### config.mk
export PLATFORM = sky130hd
export DESIGN_NAME = plc_config_regs
export DESIGN_NICKNAME = d
export VERILOG_FILES = /design/src/plc_pkg.sv /design/src/plc_config_regs.sv /design/src/plc_strap_capture.sv /design/src/plc_lamp_driver.sv
export SDC_FILE = /design/constraint.sdc
export NUM_CORES = 1
export LEC_CHECK = 0
export ABC_AREA = 1
export BUFFER_PORTS_ARGS = -buffer_cell sky130_fd_sc_hd__buf_2
export CAP_MARGIN = 20
export CORE_MARGIN = 2
export CORE_UTILIZATION = 45
export DETAILED_ROUTE_END_ITERATION = 8
export HOLD_SLACK_MARGIN = 0.15
export PLACE_DENSITY = 0.74
export SYNTH_ARGS = -nofsm -noshare
export SYNTH_HDL_FRONTEND = slang
export SYNTH_SLANG_ARGS = --single-unit
### constraint.sdc
create_clock -name aclk -period 4.75 [get_ports aclk]
set_input_delay 0.7125 -clock aclk [delete_from_list [all_inputs] [get_ports aclk]]
set_output_delay 0.7125 -clock aclk [all_outputs]
set_load 0.05 [all_outputs]
### src/plc_pkg.sv
package plc_pkg;

	// ==========================================================
	// bus and register map
	// ==========================================================
	localparam int          ADDR_W      = 13;
	localparam logic [10:0] IDX_SLEW    = 11'h461;
	localparam logic [10:0] IDX_SNAP    = 11'h467;
	localparam logic [10:0] IDX_DEC     = 11'h468;
	localparam logic [10:0] IDX_LED     = 11'h469;
	localparam logic [10:0] IDX_WAKE    = 11'h4A0;
	localparam logic [1:0]  RESP_OKAY   = 2'h0;
	localparam logic [1:0]  RESP_SLVERR = 2'h2;

	// ==========================================================
	// reset values and writable masks
	// ==========================================================
	localparam logic [15:0] RST_SLEW   = 16'h0010;
	localparam logic [15:0] RST_SNAP   = 16'h0000;
	localparam logic [15:0] RST_DEC    = 16'h0287;
	localparam logic [15:0] RST_LED    = 16'h0440;
	localparam logic [15:0] RST_WAKE   = 16'h1081;
	localparam logic [15:0] WMASK_SLEW = 16'hFFFF;
	localparam logic [15:0] WMASK_LED  = 16'h0777;
	localparam logic [15:0] WMASK_WAKE = 16'h17E1;

	// ==========================================================
	// field positions
	// ==========================================================
	localparam int SLEW_BIT   = 0;
	localparam int DEC_ISO    = 14;
	localparam int DEC_RXV    = 12;
	localparam int DEC_FLD    = 8;
	localparam int DEC_AMDIX  = 7;
	localparam int DEC_RMII   = 4;
	localparam int DEC_FOLLOW = 3;
	localparam int DEC_AN1    = 2;
	localparam int DEC_AN0    = 1;
	localparam int DEC_ANEN   = 0;
	localparam int LED2_POL   = 6;
	localparam int LED2_VAL   = 5;
	localparam int LED2_EN    = 4;
	localparam int LED1_POL   = 2;
	localparam int LED1_VAL   = 1;
	localparam int LED1_EN    = 0;

	// ==========================================================
	// strap pin assignment and timing
	// ==========================================================
	localparam int NUM_STRAPS      = 11;
	localparam int STRAP_ISO       = 0;
	localparam int STRAP_RXV       = 1;
	localparam int STRAP_FLD       = 2;
	localparam int STRAP_AUTO_CROSSOVER_DISABLE_STRAP = 3;
	localparam int STRAP_RMII      = 4;
	localparam int STRAP_FOLLOW    = 5;
	localparam int STRAP_AN1       = 6;
	localparam int STRAP_AN0       = 7;
	localparam int STRAP_NEGOTIATION_DISABLE_STRAP  = 8;
	localparam int STRAP_LAMP2_POL = 9;
	localparam int STRAP_LAMP1_POL = 10;
	localparam logic [1:0] CAPTURE_WAIT = 2'h3;
	localparam logic [4:0] FLD_ON       = 5'h1A;
	localparam logic [4:0] FLD_OFF      = 5'h00;

	// ==========================================================
	// types
	// ==========================================================
	typedef enum logic [1:0]
	{
		PLC_WR_IDLE = 2'b01,
		PLC_WR_RESP = 2'b10
	} plc_wr_state_t;

	typedef struct packed
	{
		logic polarity;
		logic force_value;
		logic force_enable;
	} plc_lamp_ctl_t;

	// ==========================================================
	// helpers
	// ==========================================================
	function automatic logic [15:0] plc_merge(
		input logic [15:0] old_val,
		input logic [31:0] wdata,
		input logic [3:0]  wstrb,
		input logic [15:0] wmask
	);
		logic [15:0] lanes;
		lanes = {{8{wstrb[1]}}, {8{wstrb[0]}}} & wmask;
		return (old_val & ~lanes) | (wdata[15:0] & lanes);
	endfunction

	// ability bits 8:5 are 100 full, 100 half, 10 full, 10 half
	function automatic logic [3:0] plc_advert(
		input logic an1,
		input logic an0
	);
		case ({an1, an0})
			2'h0:    return 4'h3;
			2'h1:    return 4'hC;
			2'h2:    return 4'h5;
			default: return 4'hF;
		endcase
	endfunction

endpackage

### src/plc_config_regs.sv
`timescale 1ns/10ps
// Notes on behaviour
// - slew field resets to 10h; only bit 0 acts, 0 fast, 1 slow.
// - snapshot bits 10:0 show each sampled strap level, 1 for high.
// - in common-pinout mode bit 14 drives MAC isolation; 1 isolates.
// - in RMII, bit 12 picks receive-valid meaning: 0 carrier-valid, 1 data-valid.
// - fast link-down strap loads 5b00000 when clear, 5b11010 when set.
// - bit 7 is inverse of crossover-disable strap, resets to 1.
// - bit 4 selects MAC interface: 0 MII, 1 RMII.
// - bit 3 selects RMII clock role: 0 master, 1 follower.
// - negotiation strap bits 2 and 1 reset to 1, derive advertised abilities.
// - bit 0 is inverse of negotiation-disable strap, resets to 1.
// - second lamp polarity bit 6 strap-loaded, resets 1, 1 is active high.
// - first lamp polarity bit 2 strap-loaded, resets 0, 0 is active low.
// - drive-enable set makes lamp show software drive value, not its event.
// - decoded register resets 0287h, snapshot 0000h, until straps are captured.
module plc_config_regs (
	input  wire logic                         aclk,
	input  wire logic                         aresetn,
	input  wire logic [plc_pkg::ADDR_W-1:0]   awaddr,
	input  wire logic                         awvalid,
	output logic                              awready,
	input  wire logic [31:0]                  wdata,
	input  wire logic [3:0]                   wstrb,
	input  wire logic                         wvalid,
	output logic                              wready,
	output logic [1:0]                        bresp,
	output logic                              bvalid,
	input  wire logic                         bready,
	input  wire logic [plc_pkg::ADDR_W-1:0]   araddr,
	input  wire logic                         arvalid,
	output logic                              arready,
	output logic [31:0]                       rdata,
	output logic [1:0]                        rresp,
	output logic                              rvalid,
	input  wire logic                         rready,
	input  wire logic [plc_pkg::NUM_STRAPS-1:0] strap_pins,
	input  wire logic                         basic_mode_pin,
	input  wire logic [1:0]                   lamp_event,
	output logic                              mac_isolate,
	output logic                              receive_valid_pin_meaning,
	output logic [4:0]                        third_control_fld,
	output logic                              auto_crossover_enable,
	output logic                              rmii_mode,
	output logic                              reference_clock_follower,
	output logic [3:0]                        advertise_ability,
	output logic                              negotiation_enable,
	output logic                              slew_slow,
	output logic [1:0]                        lamp_out
);
	// ==========================================================
	// storage
	// ==========================================================
	logic [15:0]                slew_ctl;
	logic [15:0]                snapshot;
	logic [15:0]                decoded;
	logic [15:0]                led_ctl;
	logic [15:0]                wake_cfg;
	logic [plc_pkg::NUM_STRAPS-1:0] strap_level;
	logic                       capture;
	logic                       captured;
	logic                       basic_meta;
	logic                       basic_mode;
	// ==========================================================
	// write channel
	// ==========================================================
	plc_pkg::plc_wr_state_t     wr_state;
	logic                       aw_held;
	logic                       w_held;
	logic [10:0]                wr_idx;
	logic [31:0]                wr_data;
	logic [3:0]                 wr_strb;
	logic                       wr_fire;
	logic                       wr_hit;
	assign wr_fire = (wr_state == plc_pkg::PLC_WR_IDLE) && aw_held && w_held;
	assign wr_hit  = wr_idx == plc_pkg::IDX_SLEW || wr_idx == plc_pkg::IDX_SNAP
		|| wr_idx == plc_pkg::IDX_DEC || wr_idx == plc_pkg::IDX_LED
		|| wr_idx == plc_pkg::IDX_WAKE;
	always_ff @(posedge aclk)
	begin
		if (!aresetn)
		begin
			wr_state <= plc_pkg::PLC_WR_IDLE;
			aw_held  <= 1'b0;
			w_held   <= 1'b0;
			awready  <= 1'b1;
			wready   <= 1'b1;
			bvalid   <= 1'b0;
			bresp    <= plc_pkg::RESP_OKAY;
		end
		else
		begin
			if (awvalid && awready)
			begin
				aw_held <= 1'b1;
				awready <= 1'b0;
				wr_idx  <= awaddr[plc_pkg::ADDR_W-1:2];
			end
			if (wvalid && wready)
			begin
				w_held  <= 1'b1;
				wready  <= 1'b0;
				wr_data <= wdata;
				wr_strb <= wstrb;
			end
			case (wr_state)
				plc_pkg::PLC_WR_IDLE:
					if (wr_fire)
					begin
						bvalid   <= 1'b1;
						bresp    <= wr_hit ? plc_pkg::RESP_OKAY
							: plc_pkg::RESP_SLVERR;
						wr_state <= plc_pkg::PLC_WR_RESP;
					end
				plc_pkg::PLC_WR_RESP:
					if (bready)
					begin
						bvalid   <= 1'b0;
						aw_held  <= 1'b0;
						w_held   <= 1'b0;
						awready  <= 1'b1;
						wready   <= 1'b1;
						wr_state <= plc_pkg::PLC_WR_IDLE;
					end
				default:
					wr_state <= plc_pkg::PLC_WR_IDLE;
			endcase
		end
	end
	// ==========================================================
	// read channel
	// ==========================================================
	logic [10:0] rd_idx;
	logic [15:0] rd_val;
	logic        rd_hit;
	assign rd_idx = araddr[plc_pkg::ADDR_W-1:2];
	always_comb
	begin
		rd_hit = 1'b1;
		case (rd_idx)
			plc_pkg::IDX_SLEW: rd_val = slew_ctl;
			plc_pkg::IDX_SNAP: rd_val = snapshot;
			plc_pkg::IDX_DEC:  rd_val = decoded;
			plc_pkg::IDX_LED:  rd_val = led_ctl;
			plc_pkg::IDX_WAKE: rd_val = wake_cfg;
			default:
			begin
				rd_val = 16'h0000;
				rd_hit = 1'b0;
			end
		endcase
	end
	always_ff @(posedge aclk)
	begin
		if (!aresetn)
		begin
			arready <= 1'b1;
			rvalid  <= 1'b0;
			rdata   <= 32'h0000_0000;
			rresp   <= plc_pkg::RESP_OKAY;
		end
		else if (arvalid && arready)
		begin
			arready <= 1'b0;
			rvalid  <= 1'b1;
			rdata   <= {16'h0000, rd_val};
			rresp   <= rd_hit ? plc_pkg::RESP_OKAY : plc_pkg::RESP_SLVERR;
		end
		else if (rvalid && rready)
		begin
			rvalid  <= 1'b0;
			arready <= 1'b1;
		end
	end
	// ==========================================================
	// software registers
	// ==========================================================
	always_ff @(posedge aclk)
	begin
		if (!aresetn)
			slew_ctl <= plc_pkg::RST_SLEW;
		else if (wr_fire && wr_idx == plc_pkg::IDX_SLEW)
			slew_ctl <= plc_pkg::plc_merge(slew_ctl, wr_data, wr_strb,
				plc_pkg::WMASK_SLEW);
	end
	// bit 11 of the wake register is write-to-clear and never stored
	always_ff @(posedge aclk)
	begin
		if (!aresetn)
			wake_cfg <= plc_pkg::RST_WAKE;
		else if (wr_fire && wr_idx == plc_pkg::IDX_WAKE)
			wake_cfg <= plc_pkg::plc_merge(wake_cfg, wr_data, wr_strb,
				plc_pkg::WMASK_WAKE);
	end
	// strap capture overrides a write landing in the same cycle
	always_ff @(posedge aclk)
	begin
		if (!aresetn)
			led_ctl <= plc_pkg::RST_LED;
		else if (capture)
		begin
			led_ctl[plc_pkg::LED2_POL] <= strap_level[plc_pkg::STRAP_LAMP2_POL];
			led_ctl[plc_pkg::LED1_POL] <= strap_level[plc_pkg::STRAP_LAMP1_POL];
		end
		else if (wr_fire && wr_idx == plc_pkg::IDX_LED)
			led_ctl <= plc_pkg::plc_merge(led_ctl, wr_data, wr_strb,
				plc_pkg::WMASK_LED);
	end
	// ==========================================================
	// strap capture and decode
	// ==========================================================
	plc_strap_capture #(
		.N (plc_pkg::NUM_STRAPS)
	) u_capture (
		.aclk        (aclk),
		.aresetn     (aresetn),
		.strap_pins  (strap_pins),
		.strap_level (strap_level),
		.capture     (capture),
		.captured    (captured)
	);
	always_ff @(posedge aclk)
	begin
		if (!aresetn)
		begin
			snapshot <= plc_pkg::RST_SNAP;
			decoded  <= plc_pkg::RST_DEC;
		end
		else if (capture)
		begin
			snapshot <= {5'h00, strap_level};
			decoded  <= plc_pkg::RST_DEC;
			decoded[plc_pkg::DEC_ISO]    <= strap_level[plc_pkg::STRAP_ISO];
			decoded[plc_pkg::DEC_RXV]    <= strap_level[plc_pkg::STRAP_RXV];
			decoded[plc_pkg::DEC_FLD]    <= strap_level[plc_pkg::STRAP_FLD];
			decoded[plc_pkg::DEC_AMDIX]  <=
				~strap_level[plc_pkg::STRAP_AUTO_CROSSOVER_DISABLE_STRAP];
			decoded[plc_pkg::DEC_RMII]   <= strap_level[plc_pkg::STRAP_RMII];
			decoded[plc_pkg::DEC_FOLLOW] <= strap_level[plc_pkg::STRAP_FOLLOW];
			decoded[plc_pkg::DEC_AN1]    <= strap_level[plc_pkg::STRAP_AN1];
			decoded[plc_pkg::DEC_AN0]    <= strap_level[plc_pkg::STRAP_AN0];
			decoded[plc_pkg::DEC_ANEN]   <=
				~strap_level[plc_pkg::STRAP_NEGOTIATION_DISABLE_STRAP];
		end
	end
	always_ff @(posedge aclk)
	begin
		basic_meta <= basic_mode_pin;
		basic_mode <= basic_meta;
	end
	// ==========================================================
	// configuration outputs
	// ==========================================================
	always_ff @(posedge aclk)
	begin
		if (!aresetn)
		begin
			mac_isolate               <= 1'b0;
			receive_valid_pin_meaning <= 1'b0;
			third_control_fld         <= plc_pkg::FLD_OFF;
			auto_crossover_enable     <= 1'b1;
			rmii_mode                 <= 1'b0;
			reference_clock_follower  <= 1'b0;
			advertise_ability         <= 4'hF;
			negotiation_enable        <= 1'b1;
			slew_slow                 <= 1'b0;
		end
		else
		begin
			mac_isolate <= basic_mode && decoded[plc_pkg::DEC_ISO];
			receive_valid_pin_meaning <= decoded[plc_pkg::DEC_RMII]
				&& decoded[plc_pkg::DEC_RXV];
			third_control_fld <= decoded[plc_pkg::DEC_FLD]
				? plc_pkg::FLD_ON : plc_pkg::FLD_OFF;
			auto_crossover_enable    <= decoded[plc_pkg::DEC_AMDIX];
			rmii_mode                <= decoded[plc_pkg::DEC_RMII];
			reference_clock_follower <= decoded[plc_pkg::DEC_FOLLOW];
			advertise_ability <= plc_pkg::plc_advert(
				decoded[plc_pkg::DEC_AN1], decoded[plc_pkg::DEC_AN0]);
			negotiation_enable <= decoded[plc_pkg::DEC_ANEN];
			slew_slow <= slew_ctl[plc_pkg::SLEW_BIT];
		end
	end
	// ==========================================================
	// lamps
	// ==========================================================
	plc_pkg::plc_lamp_ctl_t lamp1_ctl;
	plc_pkg::plc_lamp_ctl_t lamp2_ctl;
	assign lamp1_ctl = {led_ctl[plc_pkg::LED1_POL], led_ctl[plc_pkg::LED1_VAL],
		led_ctl[plc_pkg::LED1_EN]};
	assign lamp2_ctl = {led_ctl[plc_pkg::LED2_POL], led_ctl[plc_pkg::LED2_VAL],
		led_ctl[plc_pkg::LED2_EN]};
	plc_lamp_driver u_lamp1 (
		.aclk     (aclk),
		.aresetn  (aresetn),
		.ctl      (lamp1_ctl),
		.event_in (lamp_event[0]),
		.lamp     (lamp_out[0])
	);
	plc_lamp_driver u_lamp2 (
		.aclk     (aclk),
		.aresetn  (aresetn),
		.ctl      (lamp2_ctl),
		.event_in (lamp_event[1]),
		.lamp     (lamp_out[1])
	);
endmodule

### src/plc_strap_capture.sv
`timescale 1ns/10ps
module plc_strap_capture #(
	parameter int N = 11
)(
	input  wire logic         aclk,
	input  wire logic         aresetn,
	input  wire logic [N-1:0] strap_pins,
	output logic      [N-1:0] strap_level,
	output logic              capture,
	output logic              captured
);

	// ==========================================================
	// synchroniser and one-shot capture after reset release
	// ==========================================================
	logic [N-1:0] meta;
	logic [1:0]   wait_cnt;

	always_ff @(posedge aclk)
	begin
		meta        <= strap_pins;
		strap_level <= meta;
	end

	always_ff @(posedge aclk)
	begin
		if (!aresetn)
		begin
			wait_cnt <= 2'h0;
			capture  <= 1'b0;
			captured <= 1'b0;
		end
		else
		begin
			capture <= 1'b0;
			if (!captured && wait_cnt == plc_pkg::CAPTURE_WAIT)
			begin
				capture  <= 1'b1;
				captured <= 1'b1;
			end
			else if (!captured)
				wait_cnt <= wait_cnt + 2'h1;
		end
	end

endmodule

### src/plc_lamp_driver.sv
`timescale 1ns/10ps
module plc_lamp_driver (
	input  wire logic                  aclk,
	input  wire logic                  aresetn,
	input  wire plc_pkg::plc_lamp_ctl_t ctl,
	input  wire logic                  event_in,
	output logic                       lamp
);

	// ==========================================================
	// override then polarity; active low inverts the pin
	// ==========================================================
	logic lit;
	assign lit = ctl.force_enable ? ctl.force_value : event_in;

	always_ff @(posedge aclk)
	begin
		if (!aresetn)
			lamp <= 1'b0;
		else
			lamp <= ctl.polarity ? lit : ~lit;
	end
endmodule

==> results by group <==
Layout
  • Most frequent cells in the layout: dfxtp_1 (117), nand2_1 (108), buf_2 (99)
  • Share of layout cells above drive strength 1: 0.240
  • Non-Filler Instances: 889
  • # diodes: 0
  • Core Util, Final: 0.556
  • Most common cell after layout, fill and taps aside: dfxtp_1
  • Nets: ~800
  • Final instance area: around 6800 um2
  • P&R area growth vs syn: 19.3%
  • Fillers: around 1100

STA
  • Maximum clock frequency: 503 MHz
  • Setup WS post-layout: ~2.8 ns
  • RSZ-0062 raised after global routing: false
  • Worst clock skew: ~0.0084 ns
  • TNS Setup: 0 ns
  • Slew Limit Fails: 0
  • Final number of hold-violating endpoints: 0
  • Slew @ Worst Pin: around 0.81 ns
  • Setup violations, final: 0
  • Final worst-path cycle share: 0.419
  • Worst hold margin: ~0.32 ns
  • Fin crit period: just under 2 ns
  • Slew margin rel.: 0.459

Die
  • Site Rows: 40
  • Initial Utilization: 0.466
  • Die Width: ~120 um
  • Die height: about 120 um
  • Ports: ~140
  • Placeable core area: between 10000 and 15000 um2
  • DIE AREA: between 10000 and 15000 um2

Critical path
  • Worst EP required: 5.11 ns
  • Crit end category: flop
  • CP arrival: ~2.4 ns
  • Worst path max stage delay: between 0.6 and 0.7 ns
  • CP bufs+invs: 3
  • R2R setup slack: approximately 3.1 ns
  • Crit path kind: in2reg
  • Critical path startpoint category: primary input
  • Crit Path Max Fanout: 11
  • Crit-path cells: buf_2 > inv_1 > nand2_1 > nor2_1 > inv_1 > nor2_2 > nand2_1 > nand4_1 > o21a_1
  • Family with the most delay on the worst path: simple AND/OR/NAND/NOR gates
  • Slowest cell on crit path: nor2_1

Clocking
  • Post-CTS sizing: 0
  • Max Buffers Root-to-Sink: 2
  • CTS Root Cell: clkbuf_16
  • CTS buffer count: 17
  • Setup bufs post-CTS: 0
  • CTS sink count: 146
  • Clock Latency Late Sink: between 0.4 and 0.5 ns
  • CTS clock-pin slew for the worst setup and hold paths: around 0.060 ns
  • H-tree depth: 4
  • Cts-stage hold buffer count: 0
  • CTS tree: done

Placed design
  • DP HPWL: about 8600 um
  • Area after DPL: 6170 um2
  • RePlAce Congestion: 0.824
  • Post-Place Cells: 857
  • Port bufs: 99
  • Pre-CTS WS: ~2.4 ns

Power and ir drop
  • Tot Pwr: between 2 and 3 mW
  • Pwr dens: 433 nW/um2
  • Worst vdd ir: approximately 0.00026 V
  • Lkg Pwr: roughly 3.0 nW

Drt
  • Via count: 4281
  • TritonRoute pass-1 iters: 4
  • WL/cell: ~13 um
  • Drc violations: 0
  • Routed Antenna Nets: 0
  • Initial DRC count: 321
  • Final WL: 11800 um
  • Vias/cell: a little under 5

Global route
  • GR peak layer: met2
  • Tot GR Track Use: 0.181
  • Pin count of the biggest net entering global routing: 66
  • Initial antenna violation count: 0
  • Met3 capacity usage during global routing: 0.0498
  • Vias in the first global route: just under 4000
  • Met1 Use GR: 0.237
  • Met2 usage: 0.296
  • First-pass GRT wire length: about 19000 um
  • GRT overflow: 0

Logic synthesis
  • Synth Cell Area: 5660 um2
  • Seq cells post-synth: around 150
  • Unique masters post-synth: 39
  • Synth warnings: 0
  • Syn_area_per_cell: ~9 um2
  • Synth Flop Type: dfxtp_1
  • FFs w/ async S/R, synth: 0
  • Sequential area share after synthesis: 0.567
  • Syn Inst Count: between 600 and 700
  • Post-synth EDFFs: 29

Status
  • Status: complete, no violations

Run
  • Max-cap violations: 0

Hold path
  • Hold/Removal Path Class: reg2reg
-- power by group --
part	internal, mW	leakage [nW]	switching [mW]
combinational	0.0633	1.46	0.178
clock	0.825	0.284	0.503
sequential	1.32	1.23	0.0373
-- synthesized netlist by cell type (6+ instances only) --
cell      number  share of area
a21oi_1       37          0.033
buf_2          9         0.0080
buf_4         27          0.036
clkbuf_1       6         0.0040
dfxtp_1      117           0.41
edfxtp_1      29           0.15
inv_1         53          0.035
nand2_1      108          0.072
nand3_1       19          0.017
nand4_1       40          0.044
nor2_1        56          0.037
nor2_2         6         0.0066
nor2_4         8          0.016
nor3_1         8         0.0071
o211ai_1       7         0.0093
o21ai_0       31          0.027
o21ai_1        9         0.0080
-- worst reg2reg max path: cells and delay by family, from the launching register on --
kind / cells / cell delay, ns
AOI/OAI and AO/OA: 2 / 0.39
DFF: 1 / 0.34
and+or+nand+nor: 1 / 0.24
buffers and inverters: 1 / 0.56
-- kinds of logic (layout without fill, tap and decap cells) --
kind of cell	count (synthesis)	in the layout	synth area share
AND/OR/NAND/NOR	257	257	0.229
flip-flops	146	146	0.567
buffers and inverters	105	193	0.0915
AO/OA/AOI/OAI	99	99	0.0988
adder cells (fa/ha/maj)	5	5	0.0110
other	1	20	0.000662
multiplexers	1	1	0.00199
-- area by class of cell --
type / count / area [um2] / share of cell area
inverter: 59 / 221 / 0.0328
clock inverter: 13 / 159 / 0.0235
timing repair buffer: 102 / 518 / 0.0767
tap: 168 / 210 / 0.0311
clock buffer: 19 / 433 / 0.0641
sequential: 146 / 3210 / 0.475
multi-input combinational: 382 / 2000 / 0.296
-- layer usage --
metal | wire length (um) | up-vias | share of wire
li1 | - | 2193 | -
met4 | 153 | 0 | 0.013
met5 | 0 | - | 0
met3 | 685 | 14 | 0.058
met1 | 5610 | 1946 | 0.47
met2 | 5370 | 128 | 0.45
-- worst paths after layout --
check	start	endpoint	cells past startpoint
worst max-delay path	araddr[3]	rdata[0]	9
worst max register to register	arready	rdata[0]	4
worst min-delay path	u_capture.meta[0]	u_capture.strap_level[0]	0
worst min register to register	u_capture.meta[0]	u_capture.strap_level[0]	0
Power figures use the tool's default switching activity.
